**src/shared/pcmc_pkg.sv**
```systemverilog
// Shared constants and carrier types of the power and clock mode control
package pcmc_pkg;

   // ****************************************************
   // Register map: printed indices, byte address = 4*index
   // ****************************************************
   localparam logic [7:0] IDX_POWER_CONTROL_REG   = 8'h87;
   localparam logic [7:0] IDX_EXT_FLAG_CLOCK_SELECT   = 8'h91;
   localparam logic [7:0] IDX_PMR    = 8'hc4;
   localparam logic [7:0] IDX_STATUS = 8'hc5;

   // Field positions
   localparam int unsigned POWER_CONTROL_REG_IDLE  = 0;
   localparam int unsigned POWER_CONTROL_REG_STOP  = 1;
   localparam int unsigned EXT_FLAG_CLOCK_SELECT_BGS   = 0;
   localparam int unsigned EXT_FLAG_CLOCK_SELECT_RWAKE = 1;
   localparam int unsigned EXT_FLAG_CLOCK_SELECT_RACT  = 2;
   localparam int unsigned EXT_FLAG_CLOCK_SELECT_SEL   = 3;
   localparam int unsigned PMR_XOFF   = 3;
   localparam int unsigned PMR_SWB    = 5;
   localparam int unsigned PMR_DIV_LO = 6;
   localparam int unsigned ST_XRDY    = 4;

   // Reset values
   localparam logic [7:0] POWER_CONTROL_REG_RST = 8'h00;
   localparam logic [7:0] EXT_FLAG_CLOCK_SELECT_RST = 8'h08;
   localparam logic [7:0] PMR_RST  = 8'h80;

   // Divider settings and last clock count of each instruction cycle (one less than its clocks)
   localparam logic [1:0] DIV_FULL = 2'h2;
   localparam logic [1:0] DIV_MID  = 2'h3;
   localparam logic [1:0] DIV_SLOW = 2'h0;
   localparam logic [9:0] CPC_FULL = 10'h003;
   localparam logic [9:0] CPC_MID  = 10'h03f;
   localparam logic [9:0] CPC_SLOW = 10'h3ff;

   // Crystal warm-up and ring handover interval in clocks
   localparam int unsigned WARMUP_CLOCKS = 65536;

   typedef enum logic [1:0] {
      MODE_RUN, MODE_IDLE, MODE_STOP, MODE_WAKE
   } pcmc_mode_e;

   // Events and levels from CPU core, interrupt logic and serial ports
   typedef struct packed {
      logic [5:0] irq_pend;
      logic [5:0] irq_en;
      logic [5:0] irq_hipri;
      logic       lvl_pf;
      logic       lvl_hi;
      logic       lvl_lo;
      logic       any_irq;
      logic       powerfail_interrupt;
      logic [1:0] rx_start;
      logic [1:0] rx_en;
      logic [1:0] tx_load;
      logic [1:0] rx_act;
      logic [1:0] tx_act;
      logic       osc_started;
   } pcmc_evt_s;

   // Clock and power controls toward the chip
   typedef struct packed {
      logic       cpu_halt;
      logic       clocks_stopped;
      logic       xtal_amp_on;
      logic       ring_active;
      logic       bandgap_on;
      logic       instr_en;
      logic [1:0] divider;
   } pcmc_pwr_s;

endpackage

```
**src/logic/pcmc_ctrl.sv**
```systemverilog
// Power and clock mode controller with Avalon-MM register slave
// Notes on behaviour
// RULE_01: Unblocked enabled external interrupt restores full speed
// RULE_02: Start bit on enabled receiver restores speed
// RULE_03: Transmit buffer write restores full speed
// RULE_04: Switchback only while enable bit is set
// RULE_05: Priority-blocked external interrupt gives no switchback
// RULE_06: Status bits 7..5 show levels in service
// RULE_07: Status bits 3..0 show serial activity
// RULE_08: Software checks serial idle before slowing
// RULE_09: Source select bit, crystal after reset
// RULE_10: Read-only bit shows ring as active source
// RULE_11: Crystal stop accepted only with ring selected
// RULE_12: Source change applies next instruction cycle
// RULE_13: Crystal ready after warm-up count
// RULE_14: Crystal select refused until crystal ready
// RULE_15: Switchback leaves the clock source alone
// RULE_16: Idle halts CPU, any interrupt ends it
// RULE_17: Stop halts all, external interrupt ends
// RULE_18: Bandgap kept on in stop when chosen
// RULE_19: Bandgap bit ignored outside stop
// RULE_20: Ring wake hands over to crystal later
// RULE_21: Software may restore speed by divider write
// RULE_22: Software may mask switchback by priority level
// RULE_23: Switchback rewrites divider bits to full speed
`timescale 1ns/10ps
module pcmc_ctrl
   import pcmc_pkg::*;
#(
   parameter int unsigned WARMUP = WARMUP_CLOCKS
) (
   input  wire logic        clock,
   input  wire logic        nrst,
   input  wire logic [9:0]  address,
   input  wire logic        read,
   input  wire logic        write,
   input  wire logic [31:0] writedata,
   output logic [31:0]      readdata,
   output logic             waitrequest,
   input  wire pcmc_evt_s   evt,
   output pcmc_pwr_s        pwr
);

   // ****************************************************
   // Declarations
   // ****************************************************
   pcmc_mode_e mode_r;
   logic [31:0] rdata_r;
   logic        wait_r;
   logic [5:0]  power_control_reg_hi_r;
   logic        sel_r;
   logic        rwake_r;
   logic        bgs_r;
   logic        ract_r;
   logic        src_pend_r;
   logic        hand_pend_r;
   logic [1:0]  div_r;
   logic        swb_r;
   logic        xoff_r;
   logic [2:0]  pmr_lo_r;
   logic [9:0]  cyc_r;
   pcmc_pwr_s   pwr_r;
   logic        xrdy;
   logic [5:0]  src_ok;
   logic        ext_ok;
   logic        swb_evt;
   logic        go_wr;
   logic        power_control_reg_wr;
   logic        ext_flag_clock_select_wr;
   logic        pmr_wr;
   logic [7:0]  wd;
   logic        sel_wval;
   logic        stop_wake;
   logic        wake_ring;
   logic        handover;
   logic        amp_on;
   logic        instr_en;
   logic [9:0]  cyc_last;
   logic [7:0]  rd_mux;

   // ****************************************************
   // Avalon-MM slave
   // ****************************************************
   assign wd      = writedata[7:0];
   assign go_wr   = write && !wait_r;
   assign power_control_reg_wr = go_wr && (address[9:2] == IDX_POWER_CONTROL_REG);
   assign ext_flag_clock_select_wr = go_wr && (address[9:2] == IDX_EXT_FLAG_CLOCK_SELECT);
   assign pmr_wr  = go_wr && (address[9:2] == IDX_PMR);

   // Read mux; unmapped words and reserved bits read as zero
   always_comb begin
      rd_mux = 8'h00;
      case (address[9:2])
         IDX_POWER_CONTROL_REG: begin
            rd_mux = {power_control_reg_hi_r, mode_r == MODE_STOP,
                      mode_r == MODE_IDLE};
         end
         IDX_EXT_FLAG_CLOCK_SELECT: begin
            rd_mux = {4'h0, sel_r, ract_r, rwake_r, bgs_r}; // RULE_09 RULE_10
         end
         IDX_PMR: begin
            rd_mux = {div_r, swb_r, 1'b0, xoff_r, pmr_lo_r};
         end
         IDX_STATUS: begin
            rd_mux = {evt.lvl_pf, evt.lvl_hi, evt.lvl_lo, xrdy, // RULE_06 RULE_13
                      evt.tx_act[1], evt.rx_act[1],            // RULE_07
                      evt.tx_act[0], evt.rx_act[0]};           // RULE_07
         end
         default: begin
            rd_mux = 8'h00;
         end
      endcase
   end

   // One wait cycle per access; data stand on the cycle wait is low
   always_ff @(posedge clock or negedge nrst) begin
      if (!nrst) begin
         wait_r  <= 1'b1;
         rdata_r <= 32'h0000_0000;
      end else if ((read || write) && wait_r) begin
         wait_r  <= 1'b0;
         rdata_r <= {24'h000000, read ? rd_mux : 8'h00};
      end else begin
         wait_r  <= 1'b1;
      end
   end

   assign readdata    = rdata_r;
   assign waitrequest = wait_r;

   // ****************************************************
   // Switchback sources
   // ****************************************************
   // A source counts only if the interrupt logic would really take it
   for (genvar i = 0; i < 6; i++) begin : g_src
      assign src_ok[i] = evt.irq_pend[i] && evt.irq_en[i] &&
         (evt.irq_hipri[i] ? !(evt.lvl_pf || evt.lvl_hi)
                           : !(evt.lvl_pf || evt.lvl_hi || evt.lvl_lo)); // RULE_05
   end
   assign ext_ok  = |src_ok;
   assign swb_evt = swb_r && (mode_r != MODE_STOP) &&       // RULE_04
                    (ext_ok ||                              // RULE_01
                     |(evt.rx_start & evt.rx_en) ||         // RULE_02
                     |evt.tx_load);                         // RULE_03

   // ****************************************************
   // Power management register
   // ****************************************************
   // Switchback wins over a same-cycle software divider write
   always_ff @(posedge clock or negedge nrst) begin
      if (!nrst) begin
         div_r <= PMR_RST[PMR_DIV_LO +: 2];
      end else if (swb_evt) begin
         div_r <= DIV_FULL; // RULE_23
      end else if (pmr_wr) begin
         div_r <= wd[PMR_DIV_LO +: 2];
      end
   end

   // Plain stored bits of the power management register
   always_ff @(posedge clock or negedge nrst) begin
      if (!nrst) begin
         swb_r    <= PMR_RST[PMR_SWB];
         pmr_lo_r <= PMR_RST[2:0];
      end else if (pmr_wr) begin
         swb_r    <= wd[PMR_SWB];
         pmr_lo_r <= wd[2:0];
      end
   end

   // Crystal stop refused while the crystal is still selected
   always_ff @(posedge clock or negedge nrst) begin
      if (!nrst) begin
         xoff_r <= PMR_RST[PMR_XOFF];
      end else if (wake_ring) begin
         xoff_r <= 1'b0;
      end else if (pmr_wr && (!wd[PMR_XOFF] || !sel_r)) begin
         xoff_r <= wd[PMR_XOFF]; // RULE_11
      end
   end

   // ****************************************************
   // Clock source selection
   // ****************************************************
   assign amp_on    = !xoff_r && (mode_r != MODE_STOP);
   assign sel_wval  = (wd[EXT_FLAG_CLOCK_SELECT_SEL] && !xrdy) ? sel_r : wd[EXT_FLAG_CLOCK_SELECT_SEL];
   assign handover  = hand_pend_r && xrdy && (mode_r == MODE_RUN);
   assign stop_wake = ext_ok || (bgs_r && evt.powerfail_interrupt);          // RULE_17 RULE_18
   assign wake_ring = (mode_r == MODE_STOP) && stop_wake && rwake_r;

   // Select bit; a crystal request before warm-up is dropped
   always_ff @(posedge clock or negedge nrst) begin
      if (!nrst) begin
         sel_r <= EXT_FLAG_CLOCK_SELECT_RST[EXT_FLAG_CLOCK_SELECT_SEL]; // RULE_09
      end else if (wake_ring) begin
         sel_r <= 1'b0;
      end else if (handover) begin
         sel_r <= 1'b1; // RULE_20
      end else if (ext_flag_clock_select_wr) begin
         sel_r <= sel_wval; // RULE_14
      end
   end

   // Other software bits of the extended flag register
   always_ff @(posedge clock or negedge nrst) begin
      if (!nrst) begin
         rwake_r <= EXT_FLAG_CLOCK_SELECT_RST[EXT_FLAG_CLOCK_SELECT_RWAKE];
         bgs_r   <= EXT_FLAG_CLOCK_SELECT_RST[EXT_FLAG_CLOCK_SELECT_BGS];
      end else if (ext_flag_clock_select_wr) begin
         rwake_r <= wd[EXT_FLAG_CLOCK_SELECT_RWAKE];
         bgs_r   <= wd[EXT_FLAG_CLOCK_SELECT_BGS];
      end
   end

   // Source change waits for the next instruction cycle boundary
   always_ff @(posedge clock or negedge nrst) begin
      if (!nrst) begin
         src_pend_r <= 1'b0;
      end else if (wake_ring || handover) begin
         src_pend_r <= 1'b0;
      end else if (ext_flag_clock_select_wr) begin
         src_pend_r <= (sel_wval == ract_r);
      end else if (instr_en && amp_on) begin
         src_pend_r <= 1'b0;
      end
   end

   // Active source; switchback never touches it
   always_ff @(posedge clock or negedge nrst) begin
      if (!nrst) begin
         ract_r <= ~EXT_FLAG_CLOCK_SELECT_RST[EXT_FLAG_CLOCK_SELECT_SEL];
      end else if (wake_ring) begin
         ract_r <= 1'b1;
      end else if (handover) begin
         ract_r <= 1'b0; // RULE_20
      end else if (src_pend_r && instr_en && amp_on && !ext_flag_clock_select_wr) begin
         ract_r <= !sel_r; // RULE_12 RULE_15
      end
   end

   // Pending automatic handover after a ring-clocked wake
   always_ff @(posedge clock or negedge nrst) begin
      if (!nrst) begin
         hand_pend_r <= 1'b0;
      end else if (wake_ring) begin
         hand_pend_r <= 1'b1;
      end else if (handover || ext_flag_clock_select_wr) begin
         hand_pend_r <= 1'b0;
      end
   end

   // Warm-up counts only while the oscillator really runs
   pcmc_warmup #(
      .COUNT (WARMUP)
   ) u_warmup (
      .clock  (clock),
      .nrst   (nrst),
      .run    (amp_on && evt.osc_started),
      .done_r (xrdy)
   ); // RULE_13

   // ****************************************************
   // Instruction cycle divider
   // ****************************************************
   always_comb begin
      case (div_r)
         DIV_MID: begin
            cyc_last = CPC_MID;
         end
         DIV_SLOW: begin
            cyc_last = CPC_SLOW;
         end
         default: begin
            cyc_last = CPC_FULL;
         end
      endcase
   end
   assign instr_en = (cyc_r >= cyc_last) && (mode_r != MODE_STOP);

   // Cleared to zero in stop, since no internal clock runs there
   always_ff @(posedge clock or negedge nrst) begin
      if (!nrst) begin
         cyc_r <= 10'h000;
      end else if (mode_r == MODE_STOP) begin
         cyc_r <= 10'h000;
      end else if (instr_en) begin
         cyc_r <= 10'h000;
      end else begin
         cyc_r <= cyc_r + 10'h001;
      end
   end

   // ****************************************************
   // Idle and stop
   // ****************************************************
   always_ff @(posedge clock or negedge nrst) begin
      if (!nrst) begin
         mode_r <= MODE_RUN;
      end else begin
         case (mode_r)
            MODE_RUN: begin
               if (power_control_reg_wr && wd[POWER_CONTROL_REG_STOP]) begin
                  mode_r <= MODE_STOP; // RULE_17
               end else if (power_control_reg_wr && wd[POWER_CONTROL_REG_IDLE]) begin
                  mode_r <= MODE_IDLE; // RULE_16
               end
            end
            MODE_IDLE: begin
               if (evt.any_irq) begin
                  mode_r <= MODE_RUN; // RULE_16
               end
            end
            MODE_STOP: begin
               if (stop_wake) begin
                  mode_r <= rwake_r ? MODE_RUN : MODE_WAKE; // RULE_17
               end
            end
            MODE_WAKE: begin
               if (xrdy) begin
                  mode_r <= MODE_RUN;
               end
            end
            default: begin
               mode_r <= MODE_RUN;
            end
         endcase
      end
   end

   // General purpose bits of the power control register
   always_ff @(posedge clock or negedge nrst) begin
      if (!nrst) begin
         power_control_reg_hi_r <= POWER_CONTROL_REG_RST[7:2];
      end else if (power_control_reg_wr) begin
         power_control_reg_hi_r <= wd[7:2];
      end
   end

   // ****************************************************
   // Outputs, registered one cycle behind the state
   // ****************************************************
   always_ff @(posedge clock or negedge nrst) begin
      if (!nrst) begin
         pwr_r <= '0;
      end else begin
         pwr_r.cpu_halt       <= (mode_r != MODE_RUN);
         pwr_r.clocks_stopped <= (mode_r == MODE_STOP);
         pwr_r.xtal_amp_on    <= amp_on;
         pwr_r.ring_active    <= ract_r;
         pwr_r.bandgap_on     <= (mode_r != MODE_STOP) || bgs_r; // RULE_18 RULE_19
         pwr_r.instr_en       <= instr_en;
         pwr_r.divider        <= div_r;
      end
   end
   assign pwr = pwr_r;
endmodule // pcmc_ctrl

```
**src/logic/pcmc_warmup.sv**
```systemverilog
// Crystal warm-up interval counter
`timescale 1ns/10ps
module pcmc_warmup
   import pcmc_pkg::*;
#(
   parameter int unsigned COUNT = WARMUP_CLOCKS
) (
   input  wire logic clock,
   input  wire logic nrst,
   input  wire logic run,
   output logic      done_r
);
   localparam int unsigned W = $clog2(COUNT + 1);
   localparam logic [W-1:0] LAST = W'(COUNT - 1);

   logic [W-1:0] cnt_r;

   // Any pause of the oscillator restarts the whole interval
   always_ff @(posedge clock or negedge nrst) begin
      if (!nrst) begin
         cnt_r  <= '0;
         done_r <= 1'b0;
      end else if (!run) begin
         cnt_r  <= '0;
         done_r <= 1'b0;
      end else if (!done_r) begin
         cnt_r  <= cnt_r + W'(1);
         done_r <= (cnt_r == LAST);
      end
   end
endmodule // pcmc_warmup

```
**config.mk**
```make
export PLATFORM = sky130hd
export DESIGN_NAME = pcmc_ctrl
export DESIGN_NICKNAME = d
export VERILOG_FILES = /design/src/shared/pcmc_pkg.sv /design/src/logic/pcmc_ctrl.sv /design/src/logic/pcmc_warmup.sv
export SDC_FILE = /design/constraint.sdc
export NUM_CORES = 1
export LEC_CHECK = 0
export BUFFER_PORTS_ARGS = -buffer_cell sky130_fd_sc_hd__buf_2
export CORE_MARGIN = 1.5
export CORE_UTILIZATION = 45
export CTS_CLUSTER_DIAMETER = 200
export DETAILED_ROUTE_END_ITERATION = 7
export PLACE_DENSITY_LB_ADDON = 0.3
export SYNTH_ARGS = -nofsm -noshare
export SYNTH_HDL_FRONTEND = slang
export SYNTH_SLANG_ARGS = --single-unit
export TNS_END_PERCENT = 5
```
**constraint.sdc**
```tcl
create_clock -name clock -period 2.2 [get_ports clock]
set_clock_uncertainty 0.1 [all_clocks]
set_input_delay 0.11 -clock clock [delete_from_list [all_inputs] [get_ports clock]]
set_output_delay 0.11 -clock clock [all_outputs]
set_load 0.03 [all_outputs]
```
== After elaboration in Yosys (flattened, before gate mapping) ==
Index checks and enable logic that the tools add are counted.

* Bits in read-only memories: 0
* Memories kept: 0
* Input bits: 80
* Bits in writable memories: 0
* Bits in registers: 66
* Latch bits: 0

* Bitwise operators: 1
* Reduce and logical (&&, ||, !) cells: 66
* Shift operators: 0
* Divide/modulo/power cells: 0
* $lt $le $gt $ge: 1
* Muxes and demuxes: 39
* Multipliers: 0
* Add/subtract/negate cells: 2
* Eq/ne operators: 16

{| class="wikitable"
|+ Operator list
! kind !! count
|-
| logical AND 1 bit || 35
|-
| 2-to-1 mux 17 bit || 2
|-
| == test 8 bit (second input constant) || 4
|-
| case mux 8 bit (4 select lines) || 1
|-
| 2-to-1 mux 1 bit || 23
|-
| 2-to-1 mux 10 bit || 2
|-
| case mux 10 bit (2 select lines) || 1
|-
| adder 17 x 1 -> 17 bit (second input constant) || 1
|-
| == test 17 x 16 -> 1 bit (second input constant) || 1
|-
| 2-to-1 mux 2 bit || 8
|-
| adder 10 x 1 -> 10 bit (second input constant) || 1
|-
| >= comparator 10 bit || 1
|-
| logical OR 1 bit || 10
|-
| nonzero test 3 bit || 3
|-
| zero test 1 bit || 8
|-
| 2-to-1 mux 8 bit || 1
|-
| inequality test 2 bit (second input constant) || 4
|-
| case mux 2 bit (4 select lines) || 1
|-
| nonzero test 2 bit || 4
|-
| == test 2 bit (second input constant) || 3
|-
| OR reduction 6 bit || 1
|-
| zero test 2 bit || 2
|-
| AND reduction 4 bit || 1
|-
| OR reduction 2 bit || 2
|-
| other kinds (5) || 5
|}

== Longest topological paths before layout ==
Gate-level depths: netlist of the first run.

* Word-level depth: 11
* Mapped depth: 9

== By module ==
Synthesis of the first run repeated with hierarchy kept, for this count alone.

* Cells, all modules: 347
* Area total of the unflattened synthesis: 3,666.0 sq um

{| class="wikitable"
|+ By module, submodules not included
! module !! area each (sq um) !! instances !! cells an instance !! sequential area each (sq um)
|-
| pcmc_ctrl || 2,621.3 || 1 || 253 || 1,204.9
|-
| pcmc_warmup || 1,044.8 || 1 || 94 || 450.4
|}

== Worst setup path before layout of the first run ==
Ideal clock, no wire load.

* Path kind: register to register
* From: register div_r[1]
* To: register ract_r
* Stages on the path, launching flop included: 10
* Slack: -0.160 ns
* Arrival: 2.133 ns
* Path buffers: 0
* Period minus slack after synthesis: 2.360 ns
* Setup time: 0.126 ns
* Required time: 1.974 ns
* Cells stage by stage: dfstp_2 -> inv_1 -> ha_1 -> inv_1 -> ha_1 -> and4_1 -> o211a_1 -> a311oi_4 -> nor4_1 -> a311o_1

* Cells in the longest elaborated chain, start to end: 8

{| class="wikitable"
|+ Ends and longest elaborated chain
! what !! RTL line !! text
|-
| from (decl) || pcmc_ctrl.sv:57 || <nowiki>logic [1:0] div_r;</nowiki>
|-
| from (signal assigned) || pcmc_ctrl.sv:152 || <nowiki>div_r <= PMR_RST[PMR_DIV_LO +: 2];</nowiki>
|-
| from (signal assigned) || pcmc_ctrl.sv:156 || <nowiki>div_r <= wd[PMR_DIV_LO +: 2];</nowiki>
|-
| == test 2 bit / zero test 2 bit (equally long branches) || pcmc_ctrl.sv:266 || <nowiki>case (div_r)</nowiki>
|-
| case mux 10 bit (2 select lines) (*) || pcmc_ctrl.sv:266 ||
|-
| >= comparator 10 bit (*) || pcmc_ctrl.sv:278 || <nowiki>assign instr_en = (cyc_r >= cyc_last) && (mode_r != MODE_STOP);</nowiki>
|-
| logical AND 1 bit (*) || pcmc_ctrl.sv:278 ||
|-
| logical AND 1 bit (*) (3 in series) || pcmc_ctrl.sv:236 || <nowiki>end else if (src_pend_r && instr_en && amp_on && !ext_flag_clock_select_wr) begin</nowiki>
|-
| nonzero test 3 bit (no source line) (*) || n/a ||
|-
| to (signal assigned) || pcmc_ctrl.sv:231 || <nowiki>ract_r <= ~EXT_FLAG_CLOCK_SELECT_RST[EXT_FLAG_CLOCK_SELECT_SEL];</nowiki>
|-
| to (signal assigned) || pcmc_ctrl.sv:237 || <nowiki>ract_r <= !sel_r;</nowiki>
|-
| to (decl) || pcmc_ctrl.sv:54 || <nowiki>logic ract_r;</nowiki>
|}

Every way passes the cells marked *; elsewhere a longest branch is shown, timed or not.
A chain may end at the register's enable or synchronous reset.

== Worst setup path after layout of the first run ==
Same ends and word-level chain as after synthesis.

==> results of run 1 <==
==> area by class of cell <==
type                    instances  share of cell area
multi-input cells             242               0.395
flip-flops and latches         66               0.387
repair buffers                 92               0.130
clock buffers                  12              0.0362
well taps                      99              0.0289
clock inverters                 4              0.0117
inverters                      11              0.0108
diodes                          1            0.000584
==> placed cells by master, fill, tap and decap left out, drive strengths merged, types with 4 or more instances in the layout <==
| cell | synthesis | layout |
|---|---|---|
| and4 | 5 | 5 |
| ha | 8 | 8 |
| nor2 | 41 | 41 |
| o21ai | 8 | 8 |
| conb | 1 | 24 |
| clkbuf | 4 | 12 |
| a21oi | 7 | 7 |
| nand4 | 7 | 7 |
| nand3 | 10 | 10 |
| xor2 | 16 | 16 |
| inv | 11 | 11 |
| xnor2 | 8 | 8 |
| and3 | 7 | 7 |
| nor2b | 9 | 9 |
| dfrtp | 63 | 63 |
| dlygate4sd3 | 0 | 10 |
| nand2 | 24 | 24 |
| nor4 | 4 | 4 |
| a22o | 7 | 7 |
| a221o | 5 | 5 |
| mux2 | 12 | 12 |
| buf | 26 | 82 |
==> through the flow <==
| step | cells | power, mW | instance area, µm² | hold WS [ps] | setup WS, ps |
|---|---|---|---|---|---|
| global route | 526 | 3.44 | 4280 | 26.0 | -144 |
| global placement | 500 | 2.22 | 3960 | 14.2 | -55.6 |
| floorplan | 349 | 1.97 | 3590 | -286 | -40.8 |
| CTS | 526 | 3.28 | 4270 | 4.40 | -37.3 |
| finish | 527 | 3.25 | 4280 | 5.70 | -43.6 |
| detailed placement | 500 | 2.23 | 3960 | 16.1 | -88.7 |
==> report_power, final <==
group / internal, mW / leakage (nW) / switching [mW]
Clock: 0.583 / 0.0986 / 0.452
Sequential: 1.33 / 0.871 / 0.0962
Combinational: 0.305 / 1.10 / 0.476
==> per-layer routing <==
layer / part of all wire / global-route usage / vias up
li1: - / - / 1309
met1: 0.43 / 0.247 / 1299
met2: 0.49 / 0.308 / 83
met3: 0.052 / 0.0471 / 12
met4: 0.019 / 0.0899 / 0
met5: 0 / 0 / -
==> timing repair <==
item	in CTS	in global routing
endpoints found under the setup margin	12	13
pin swaps	2	0
hold endpoints to repair	37	0
hold buffers	10	0
resized for setup	2	3
gates cloned	0	0
==> flip-flops by register name (all words and copies together) (netlist names), 2 cells and up <==
register and cells:
pwr 8, mode_r 2, div_r 2, pmr_lo_r 3, cyc_r 10, power_control_reg_hi_r 6, readdata 8, u_warmup.cnt_r 17
==> cells by family (layout without fill, tap and decap cells) <==
family	count (synthesis)	in the layout
AOI/OAI and AO/OA	49	49
xor gates and xnor gates	24	24
adders and majority gates	8	8
buffers and inverters	41	119
DFF	66	66
muxes	16	16
other	1	25
and+or+nand+nor	121	121
==> Yosys cell counts, drive strengths merged (5+ instances only) <==
library cell / number
dfrtp: 63
nor2: 41
buf: 26
nand2: 24
xor2: 16
mux2: 12
inv: 11
nand3: 10
nor2b: 9
ha: 8
o21ai: 8
xnor2: 8
a21oi: 7
a22o: 7
and3: 7
nand4: 7
a221o: 5
and4: 5
==> worst min-delay path by stage <==
stage,startpoint,endpoint,slack [ps],cells after the start
CTS,evt[4],readdata[2],4,3
floorplan,nrst,bgs_r,-290,0
global placement,nrst,u_warmup.cnt_r[7],10,1
global route,evt[2],readdata[3],30,3
finish,write,waitrequest,6,2
detailed placement,nrst,u_warmup.cnt_r[7],20,1
==> Implementation_results.wiki, run 1 <==
{| class="wikitable"
! Metric !! Value
|-
| Unrepaired setup endpoints after global routing || true
|-
| Share of the cycle needed by the critical path after routing || 1.02
|-
| Min Tclk post-route || 2240 ps
|-
| Largest family of logic cells by synthesized area || simple AND/OR/NAND/NOR gates
|-
| Detail-routed net length per standard cell || between 10 and 15 µm
|-
| First-pass GRT wire length || 12500 µm
|-
| Violations in the final reports || setup timing
|-
| Layout filler cell count || 659
|-
| Master of the slowest instance on the critical path || sky130_fd_sc_hd__dfstp_2
|-
| Vias after detailed routing || 2703
|-
| Warnings, synthesis || 0
|-
| Number of cell instances on the worst register-to-register path || 9
|-
| Proportion of layout cells with a drive suffix above 1 || 0.316
|-
| Core occupancy in the finished layout || 0.584
|-
| Core footprint || about 7300 µm²
|-
| Required time worst endpoint || 2330 ps
|-
| Starting density of the core || 0.469
|-
| Maximum clock insertion buffer count || 2
|-
| Setup TNS Final || -64.4 ps
|-
| Reg2reg setup slack || -40 ps
|-
| Top delay family on crit path || compound AO/OA/AOI/OAI gates
|-
| Worst reg2reg path startpoint || div_r[1]
|-
| Post-layout worst setup margin || -43.6 ps
|-
| Synthesized area per cell || 10.5 µm²
|-
| Async SR Flop Fraction || 1.00
|-
| Most common flop cell mapped by yosys || sky130_fd_sc_hd__dfrtp_1
|-
| Number of logic stages on the critical path including buffering || 9
|-
| Unique cell type count in the Yosys netlist || 58
|-
| Endpoint kind of the worst setup timing path || register
|-
| Hold Path Class || primary input to register
|-
| DRC Markers || 0
|-
| Port-buffer cells || 70
|-
| Slew at the pin closest to its max-slew limit || 647 ps
|-
| H-tree Lvls || 3
|-
| Number of flops mapped to enable cells by yosys || 0
|-
| Skew-Pair Late Insertion Delay || 350 ps
|-
| Count of endpoints failing hold in the final timing report || 0
|-
| Remaining global-route overflow || 0
|-
| First drt pass iteration count || 4
|-
| Root buffer selected by CTS || sky130_fd_sc_hd__clkbuf_8
|-
| Data arrival, critical path || approximately 2400 ps
|-
| Cells along the critical path || inv_2, ha_4, inv_6, ha_4, and4_4, o211a_1, a311oi_4, or2_1, a311o_1
|-
| CP max FO || 5
|-
| Die X || 90.4 µm
|-
| Cell Pwr Density || 758 nW/µm²
|-
| Routability congestion estimate || 0.790
|-
| Area contributors post-synth || sky130_fd_sc_hd__dfrtp_1 46%, sky130_fd_sc_hd__buf_4 5.2%, sky130_fd_sc_hd__nor2_1 4.5%
|-
| Area of the multi-input gates || 1690 µm²
|-
| Critical Path Source || div_r[1]
|-
| DIE AREA || around 8000 µm²
|-
| Multiplexer share of the synthesized area || 0.0546
|-
| Final setup viols || 2
|-
| Outcome || complete, but fails checks
|-
| Capturing instance or port of the critical path || ract_r
|-
| Startpoint type of the worst setup path || register
|-
| DIE HEIGHT || 90.4 µm
|-
| Cell type with the highest aggregate area in the netlist || sky130_fd_sc_hd__dfrtp_1
|-
| Nets@finish || 510
|-
| Number of buffers inserted to repair setup after CTS || 0
|-
| Post-synthesis xor/xnor area fraction || 0.0612
|-
| Remaining max-slew budget at the tightest pin || 0.566
|-
| Post-detailed-route via-to-cell ratio || just over 5
|-
| Number of buffers inserted during clock tree synthesis || 9
|-
| CTS Sinks || 66
|-
| Post-synthesis compound-gate area fraction || 0.113
|-
| Synth Instances || roughly 330
|-
| FP Rows || 31
|-
| Clock-pin slew on the worst setup and hold paths || about 70 ps
|-
| Global-route usage over all layers || 0.193
|-
| Maximum clock rate || 446 MHz
|-
| Layout overhead on the synthesized area || 24.6%
|-
| Post-synthesis simple-gate area fraction || 0.186
|-
| Share of synthesized cell area in full adder, half adder and majority cells || 0.0291
|-
| Post-synthesis sequential area ratio || 0.482
|-
| Pin count of the biggest net entering global routing || 46
|-
| Critical path type || register to register
|-
| Critical path buffers and inverters || 2
|-
| HPWL Detailed || 5390 µm
|-
| Reg-to-reg critical path endpoint || ract_r
|-
| TritonCTS clock tree || built
|-
| Reg area || 1660 µm²
|-
| Aggregate routed wire length || 7320 µm
|-
| Number of antenna violations at the first check in global routing || 1
|-
| Stage delay of the slowest cell on the critical path || between 500 and 600 ps
|-
| Max capacitance violation total || 0
|-
| Top-Level Pins || 121
|-
| Number of DRC markers after the initial detailed-route iteration || 135
|-
| Most used cell, CP || sky130_fd_sc_hd__ha_4
|-
| Antenna Violating Nets Remaining || 0
|-
| Mapped Area || 3440 µm²
|-
| Vias in the first global route || 2697
|-
| Fin. max-slew vios || 0
|-
| Flip-flop and latch count after synthesis || 66
|-
| IR Drop Worst-Case VDD || ~0.64 mV
|-
| Leakage power total || 2.07 nW
|-
| Top cell type's share of synthesized area || 0.459
|}
No activity file was read; power rests on OpenSTA's default activity.
==> inputs of run 2 (changes only) <==
CORE_UTILIZATION = 50   (was 45)
clock period = 2.1 ns   (was 2.2 ns; I/O delays follow)
==> run 2 against run 1 <==
Effect of this change:
- the flow still finishes with violations (setup timing)
- worst setup slack worse by 110 ps
- routed wire length grew 7.0%
- core utilization is 5.6 points higher
- highest routed layer unchanged
==> Implementation_results.wiki, run 2 (synthesis gave the netlist of run 1 again) <==
{| class="wikitable"
! Metric !! Value
|-
| Outcome || complete, but fails checks
|-
| Violations in the final reports || setup timing
|-
| Critical path type || register to register
|-
| Die X || 85.9 µm (-5.0%)
|-
| Dpl ws || -192 ps (-103 ps)
|-
| Remaining global-route overflow || 0 (unchanged)
|-
| Registers with the most flip-flops || u_warmup.cnt_r: 17 flops, cyc_r: 10 flops
|-
| Reg area || 1660 µm² (unchanged)
|-
| DIE AREA || 7380 µm² (-9.7%)
|-
| Max capacitance violation total || 0 (unchanged)
|-
| Setup TNS Final || -1220 ps (-1160 ps)
|-
| Starting density of the core || 0.512 (+0.0427)
|-
| Capturing instance or port of the critical path || ract_r
|-
| Skew-Pair Late Insertion Delay || 350 ps (about the same)
|-
| Startpoint type of the worst setup path || register
|-
| Cells along the critical path || inv_2, ha_4, inv_6, ha_4, and4_4, o211a_1, a311oi_4, nor4_1, a311o_1
|-
| Data arrival, critical path || 2380 ps (about the same)
|-
| TritonCTS clock tree || built
|-
| Proportion of layout cells with a drive suffix above 1 || 0.317 (+0.000970)
|-
| CTS Sinks || 66 (unchanged)
|-
| Final Instance Area || 4300 µm² (+0.38%)
|-
| Flip-flop count of the largest register after layout || 17 (unchanged)
|-
| Top delay family on crit path || compound AO/OA/AOI/OAI gates
|-
| Aggregate routed wire length || 7840 µm (+7.0%)
|-
| Maximum clock insertion buffer count || 2 (unchanged)
|-
| Final setup viols || 13 (+11)
|-
| Post-layout worst setup margin || -154 ps (-111 ps)
|-
| Clock-pin slew on the worst setup and hold paths || 70 ps (about the same)
|-
| Post-detailed-route via-to-cell ratio || 5.34 (+4.1%)
|-
| Critical path buffers and inverters || 2 (unchanged)
|-
| Area of placed instances || 3970 µm² (+0.16%)
|-
| CP max FO || 5 (unchanged)
|-
| H-tree Lvls || 3 (unchanged)
|-
| Unrepaired setup endpoints after global routing || true
|-
| Root buffer selected by CTS || sky130_fd_sc_hd__clkbuf_8
|-
| Antenna Violating Nets Remaining || 0 (unchanged)
|-
| Number of non-filler instances in the completed layout || 512 (-2.8%)
|-
| Fin. max-slew vios || 0 (unchanged)
|-
| Layout overhead on the synthesized area || 25.0%
|-
| Cell Pwr Density || 813 nW/µm² (+7.2%)
|-
| DIE HEIGHT || 85.9 µm (-5.0%)
|-
| Area of the multi-input gates || 1690 µm² (unchanged)
|-
| Port-buffer cells || 70 (unchanged)
|-
| Most used cell, CP || sky130_fd_sc_hd__ha_4
|-
| Highest-count cells in the layout ignoring fill and taps || 70 x sky130_fd_sc_hd__buf_2, 63 x sky130_fd_sc_hd__dfrtp_1, 41 x sky130_fd_sc_hd__nor2_1
|-
| Maximum clock rate || 444 MHz (-0.47%)
|-
| Number of buffers inserted during clock tree synthesis || 9 (unchanged)
|-
| Register with the highest flop count || u_warmup.cnt_r
|-
| Number of DRC markers after the initial detailed-route iteration || 132 (-2.2%)
|-
| Hold path startpoint || read
|-
| Number of logic stages on the critical path including buffering || 9 (unchanged)
|-
| Count of endpoints failing hold in the final timing report || 0 (unchanged)
|-
| Vias in the first global route || 2850 (+5.7%)
|-
| Vias after detailed routing || 2733 (+1.1%)
|-
| Master of the slowest instance on the critical path || sky130_fd_sc_hd__dfstp_2
|-
| Share of the cycle needed by the critical path after routing || 1.07 (+0.0536)
|-
| Nets@finish || 515 (+0.98%)
|-
| Number of buffers inserted to repair setup after CTS || 0 (unchanged)
|-
| Worst reg2reg path startpoint || div_r[1]
|-
| Number of antenna violations at the first check in global routing || 0 (-1)
|-
| First drt pass iteration count || 4 (unchanged)
|-
| Stage delay of the slowest cell on the critical path || 530 ps (about the same)
|-
| Top-Level Pins || 121 (unchanged)
|-
| First-pass GRT wire length || 12900 µm (+3.4%)
|-
| DRC Markers || 0 (unchanged)
|-
| Global-route usage over all layers || 0.229 (+0.0363)
|-
| Diodes inserted || 0 (-1)
|-
| Layout filler cell count || 544 (-17%)
|-
| Core footprint || 6720 µm² (-8.3%)
|-
| Detail-routed net length per standard cell || 15.3 µm (+10%)
|-
| Critical Path Source || div_r[1]
|-
| HPWL Detailed || 5630 µm (+4.4%)
|-
| FP Rows || 30 (-3.2%)
|-
| Endpoint kind of the worst setup timing path || register
|-
| Required time worst endpoint || 2230 ps (-100 ps)
|-
| Remaining max-slew budget at the tightest pin || 0.555 (-0.0115)
|-
| Routability congestion estimate || 0.826 (+4.5%)
|-
| Reg2reg setup slack || -150 ps (-110 ps)
|-
| Reg-to-reg critical path endpoint || ract_r
|-
| Min Tclk post-route || 2250 ps (+10.6 ps)
|-
| IR Drop Worst-Case VDD || 0.389 mV (-39%)
|-
| Slew at the pin closest to its max-slew limit || 660 ps (+13.2 ps)
|-
| Cell count after placement || 485 (-3.0%)
|-
| Leakage power total || 2.09 nW (+1.3%)
|-
| Pin count of the biggest net entering global routing || 43 (-6.5%)
|-
| Hold Path Class || primary input to register
|-
| Commonest non-fill, non-tap cell in the layout || sky130_fd_sc_hd__buf_2
|-
| Number of cell instances on the worst register-to-register path || 9 (unchanged)
|}
[run 2: layer usage]
metal | global-route usage | part of all wire | up-vias
met2 | 0.417 | 0.52 | 89
met1 | 0.257 | 0.42 | 1318
li1 | - | - | 1316
met4 | 0.0938 | 0.016 | 0
met3 | 0.0549 | 0.050 | 10
met5 | 0 | 0 | -
[run 2: how the worst min path moves through the flow]
stage               cells after the start     endpoint  slack, ps
floorplan                               0        bgs_r       -290
global placement                        1     cyc_r[9]         20
detailed placement                      1     cyc_r[9]         30
CTS                                     3  readdata[2]         10
global route                            3  readdata[0]         30
finish                                  2  waitrequest         30
[run 2: worst register-to-register path: stages, from the launching register on]
cell and delay, ps:
sky130_fd_sc_hd__dfstp_2 530, sky130_fd_sc_hd__inv_2 50, sky130_fd_sc_hd__ha_4 160, sky130_fd_sc_hd__inv_6 80, sky130_fd_sc_hd__ha_4 200, sky130_fd_sc_hd__and4_4 190
sky130_fd_sc_hd__o211a_1 150, sky130_fd_sc_hd__a311oi_4 310, sky130_fd_sc_hd__nor4_1 90, sky130_fd_sc_hd__a311o_1 270
[run 2: what timing repair did]
action / 4_1_cts / 5_1_grt
hold endpoints to repair: 41 / 0
setup endpoints to repair: 13 / 13
gates resized for setup: 2 / 3
pin swaps: 7 / 1
hold buffers: 11 / 0
[run 2: metrics by stage]
stage	utilization	total power, mW	hold WS, ps
global route	0.640	3.68	25.9
floorplan	-	2.07	-291
CTS	0.638	3.51	12.8
finish	0.640	3.49	32.1
detailed placement	0.590	2.36	32.1
global placement	0.590	2.33	21.9
[run 2: power by group]
part	switching (mW)	internal [mW]	leakage, nW	total (mW)
logic	0.524	0.352	1.12	0.876
registers	0.107	1.40	0.871	1.50
clock network	0.467	0.645	0.107	1.11
[run 2: cell type report]
type / count / share of cell area
Multi-Input combinational cell: 242 / 0.394
Clock buffer: 14 / 0.0402
Inverter: 11 / 0.0108
Timing Repair Buffer: 97 / 0.139
Clock inverter: 2 / 0.00815
Sequential cell: 66 / 0.385
Tap cell: 80 / 0.0233
==> inputs of run 3 (changes only) <==
ABC_AREA = 1   (was default)
CORE_UTILIZATION = 51   (was 50)
==> run 3 against run 2 <==
Effect of this change:
- the flow finishes with violations (hold timing)
- critical path depth is 4 higher
- fmax is 7.9% higher
- cell count up 36%
- critical path type unchanged
- largest cell class unchanged
==> Implementation_results.wiki, run 3 <==
{| class="wikitable"
! Metric !! Value
|-
| Starting density of the core || 0.523 (+0.0113)
|-
| Hold Path Class || primary input to register
|-
| Synthesized area per cell || 7.67 µm² (-27%)
|-
| Maximum clock insertion buffer count || 2 (unchanged)
|-
| Skew-Pair Late Insertion Delay || 350 ps (about the same)
|-
| Vias in the first global route || 3401 (+19%)
|-
| Clock-pin slew on the worst setup and hold paths || 80 ps (about the same)
|-
| Commonest non-fill, non-tap cell in the layout || sky130_fd_sc_hd__nand2_1
|-
| Die X || 89.0 µm (+3.6%)
|-
| First-pass GRT wire length || 14300 µm (+10%)
|-
| Reg area || 1660 µm² (unchanged)
|-
| Global-route usage over all layers || 0.237 (+0.00732)
|-
| Post-synthesis sequential area ratio || 0.439 (-0.0428)
|-
| Final setup viols || 0 (-13)
|-
| Post-detailed-route via-to-cell ratio || 4.90 (-8.2%)
|-
| Layout overhead on the synthesized area || 22.4%
|-
| Warnings, synthesis || 0 (unchanged)
|-
| Slew at the pin closest to its max-slew limit || 585 ps (-74.5 ps)
|-
| Worst hold-check slack || -17.6 ps (-49.8 ps)
|-
| First drt pass iteration count || 5 (+1)
|-
| HPWL Detailed || 6380 µm (+13%)
|-
| Port-buffer cells || 70 (unchanged)
|-
| DIE HEIGHT || 89.0 µm (+3.6%)
|-
| Flip-flop count of the largest register after layout || 17 (unchanged)
|-
| Post-layout worst setup margin || 10.9 ps (+165 ps)
|-
| Registers with the most flip-flops || u_warmup.cnt_r: 17 flops, cyc_r: 10 flops
|-
| IR Drop Worst-Case VDD || 0.462 mV (+19%)
|-
| Number of antenna violations at the first check in global routing || 0 (unchanged)
|-
| Dpl ws || -104 ps (+88.5 ps)
|-
| Count of endpoints failing hold in the final timing report || 1 (+1)
|-
| DIE AREA || 7920 µm² (+7.3%)
|-
| TritonCTS clock tree || built
|-
| Max capacitance violation total || 0 (unchanged)
|-
| Core footprint || 7210 µm² (+7.4%)
|-
| Cell types with the highest counts after synthesis || 129 x sky130_fd_sc_hd__nand2_1, 63 x sky130_fd_sc_hd__dfrtp_1, 63 x sky130_fd_sc_hd__inv_1, 53 x sky130_fd_sc_hd__nor2_1, 27 x sky130_fd_sc_hd__nand3_1
|-
| Layout filler cell count || 666 (+22%)
|-
| Unrepaired setup endpoints after global routing || true
|-
| Area of the multi-input gates || 1840 µm² (+8.9%)
|-
| Share of the cycle needed by the critical path after routing || 0.995 (-0.0786)
|-
| Number of buffers inserted during clock tree synthesis || 9 (unchanged)
|-
| Maximum clock rate || 479 MHz (+7.9%)
|-
| Diodes inserted || 0 (unchanged)
|-
| Top cell type's share of synthesized area || 0.418 (-0.0408)
|-
| Critical path type || register to register
|-
| Most common cell in the netlist || sky130_fd_sc_hd__nand2_1
|-
| Min Tclk post-route || 2090 ps (-165 ps)
|-
| Aggregate routed wire length || 8670 µm (+11%)
|-
| Required time worst endpoint || 2290 ps (+60 ps)
|-
| FP Rows || 31 (+3.3%)
|-
| Detail-routed net length per standard cell || 12.5 µm (-18%)
|-
| Pin count of the biggest net entering global routing || 27 (-37%)
|-
| Number of flops mapped to enable cells by yosys || 0 (unchanged)
|-
| Startpoint type of the worst setup path || register
|-
| Violations in the final reports || hold timing
|-
| Cell type with the highest aggregate area in the netlist || sky130_fd_sc_hd__dfrtp_1
|-
| DRC Markers || 0 (unchanged)
|-
| Flip-flop and latch count after synthesis || 66 (unchanged)
|-
| CP max FO || 4 (-1)
|-
| Mapped Area || 3770 µm² (+9.8%)
|-
| Most common flop cell mapped by yosys || sky130_fd_sc_hd__dfrtp_1
|-
| Outcome || complete, but fails checks
|-
| H-tree Lvls || 3 (unchanged)
|-
| Leakage power total || 2.42 nW (+16%)
|-
| Async SR Flop Fraction || 1.00 (unchanged)
|-
| Area of placed instances || 4190 µm² (+5.7%)
|-
| Top-Level Pins || 121 (unchanged)
|-
| Final Instance Area || 4620 µm² (+7.4%)
|-
| Endpoint kind of the worst setup timing path || register
|-
| Cell Pwr Density || 741 nW/µm² (-8.8%)
|-
| Core occupancy in the finished layout || 0.640 (about the same)
|-
| Register with the highest flop count || u_warmup.cnt_r
|-
| Vias after detailed routing || 3399 (+24%)
|-
| CTS Sinks || 66 (unchanged)
|-
| Area contributors post-synth || sky130_fd_sc_hd__dfrtp_1 42%, sky130_fd_sc_hd__nand2_1 13%, sky130_fd_sc_hd__inv_1 6.3%
|-
| Synth Instances || 492 (+51%)
|-
| Root buffer selected by CTS || sky130_fd_sc_hd__clkbuf_8
|-
| Remaining global-route overflow || 0 (unchanged)
|-
| Number of DRC markers after the initial detailed-route iteration || 153 (+16%)
|-
| Remaining max-slew budget at the tightest pin || 0.607 (+0.0527)
|-
| Fin. max-slew vios || 0 (unchanged)
|-
| Unique cell type count in the Yosys netlist || 41 (-29%)
|-
| Highest-count cells in the layout ignoring fill and taps || 126 x sky130_fd_sc_hd__nand2_1, 70 x sky130_fd_sc_hd__buf_2, 63 x sky130_fd_sc_hd__dfrtp_1
|-
| Routability congestion estimate || 0.904 (+9.6%)
|-
| Proportion of layout cells with a drive suffix above 1 || 0.242 (-0.0751)
|-
| Antenna Violating Nets Remaining || 0 (unchanged)
|-
| Nets@finish || 678 (+32%)
|-
| Data arrival, critical path || 2280 ps (-100 ps)
|}
run 3: stage by stage:
step	cells	total power [mW]	setup TNS [ps]
final	694	3.42	0
after global routing	694	3.60	-863
after CTS	693	3.41	0
after detailed placement	663	2.24	-630
after global placement	663	2.21	-39.6
after floorplan	515	2.03	0
run 3: logic make-up (layout without fill, tap and decap cells):
kind of cell	after synthesis	after routing	share of synthesized area
adders and majority gates	8	8	0.0265
buffers and inverters	95	174	0.119
and+or+nand+nor	251	252	0.305
xor gates and xnor gates	7	7	0.0163
AOI/OAI and AO/OA	64	64	0.0935
other	1	24	0.000994
DFF	66	66	0.439
run 3: cell type report:
cell class / count / area share
Tap cell: 99 / 0.0268
Multi-Input combinational cell: 355 / 0.399
Inverter: 69 / 0.0561
Timing Repair Buffer: 89 / 0.116
Sequential cell: 66 / 0.359
Clock buffer: 10 / 0.0298
Clock inverter: 6 / 0.0138
run 3: path summary, 6_finish.rpt:
| check | startpoint | to | slack [ps] | cells past startpoint |
|---|---|---|---|---|
| worst min-delay path | evt[7] | div_r[0] | -20 | 4 |
| max in group asynchronous | nrst | div_r[1] | 990 | 3 |
| worst max-delay path | div_r[1] | src_pend_r | 10 | 13 |
| min in group asynchronous | nrst | power_control_reg_hi_r[3] | 180 | 2 |
| worst max register to register | div_r[1] | src_pend_r | 10 | 13 |
| worst min register to register | ract_r | pwr[4] | 280 | 0 |
run 3: timing repair:
item | 4_1_cts | 5_1_grt
endpoints found under the hold margin | 38 | 0
endpoints found under the setup margin | 12 | 15
pin swaps | 2 | 4
resized for setup | 5 | 13
hold buffers | 13 | 0
gates cloned | 1 | 0
buffers inserted | 0 | 2
run 3: worst max-delay path: stages, from the launching register on:
cell and delay, ps:
sky130_fd_sc_hd__dfstp_2 530, sky130_fd_sc_hd__inv_1 50, sky130_fd_sc_hd__ha_1 180, sky130_fd_sc_hd__inv_2 120, sky130_fd_sc_hd__ha_4 220, sky130_fd_sc_hd__nand2_1 60, sky130_fd_sc_hd__inv_1 50, sky130_fd_sc_hd__o21ai_2 120
sky130_fd_sc_hd__nand2_2 80, sky130_fd_sc_hd__nor2_4 200, sky130_fd_sc_hd__nand2_2 120, sky130_fd_sc_hd__nand2_1 70, sky130_fd_sc_hd__a21oi_1 60, sky130_fd_sc_hd__nor2_1 80
run 3: report_power, final:
group	internal [mW]	switching [mW]
Combinational	0.283	0.565
Clock	0.580	0.519
Sequential	1.40	0.0805
Total	2.26	1.16
run 3: layer usage:
metal  vias to the layer above  share of wire  global-route usage
met5                         -              0                   0
met4                         0          0.033               0.133
met3                        24          0.040              0.0480
met2                        83           0.49               0.409
met1                      1578           0.44               0.274
li1                       1714              -                   -
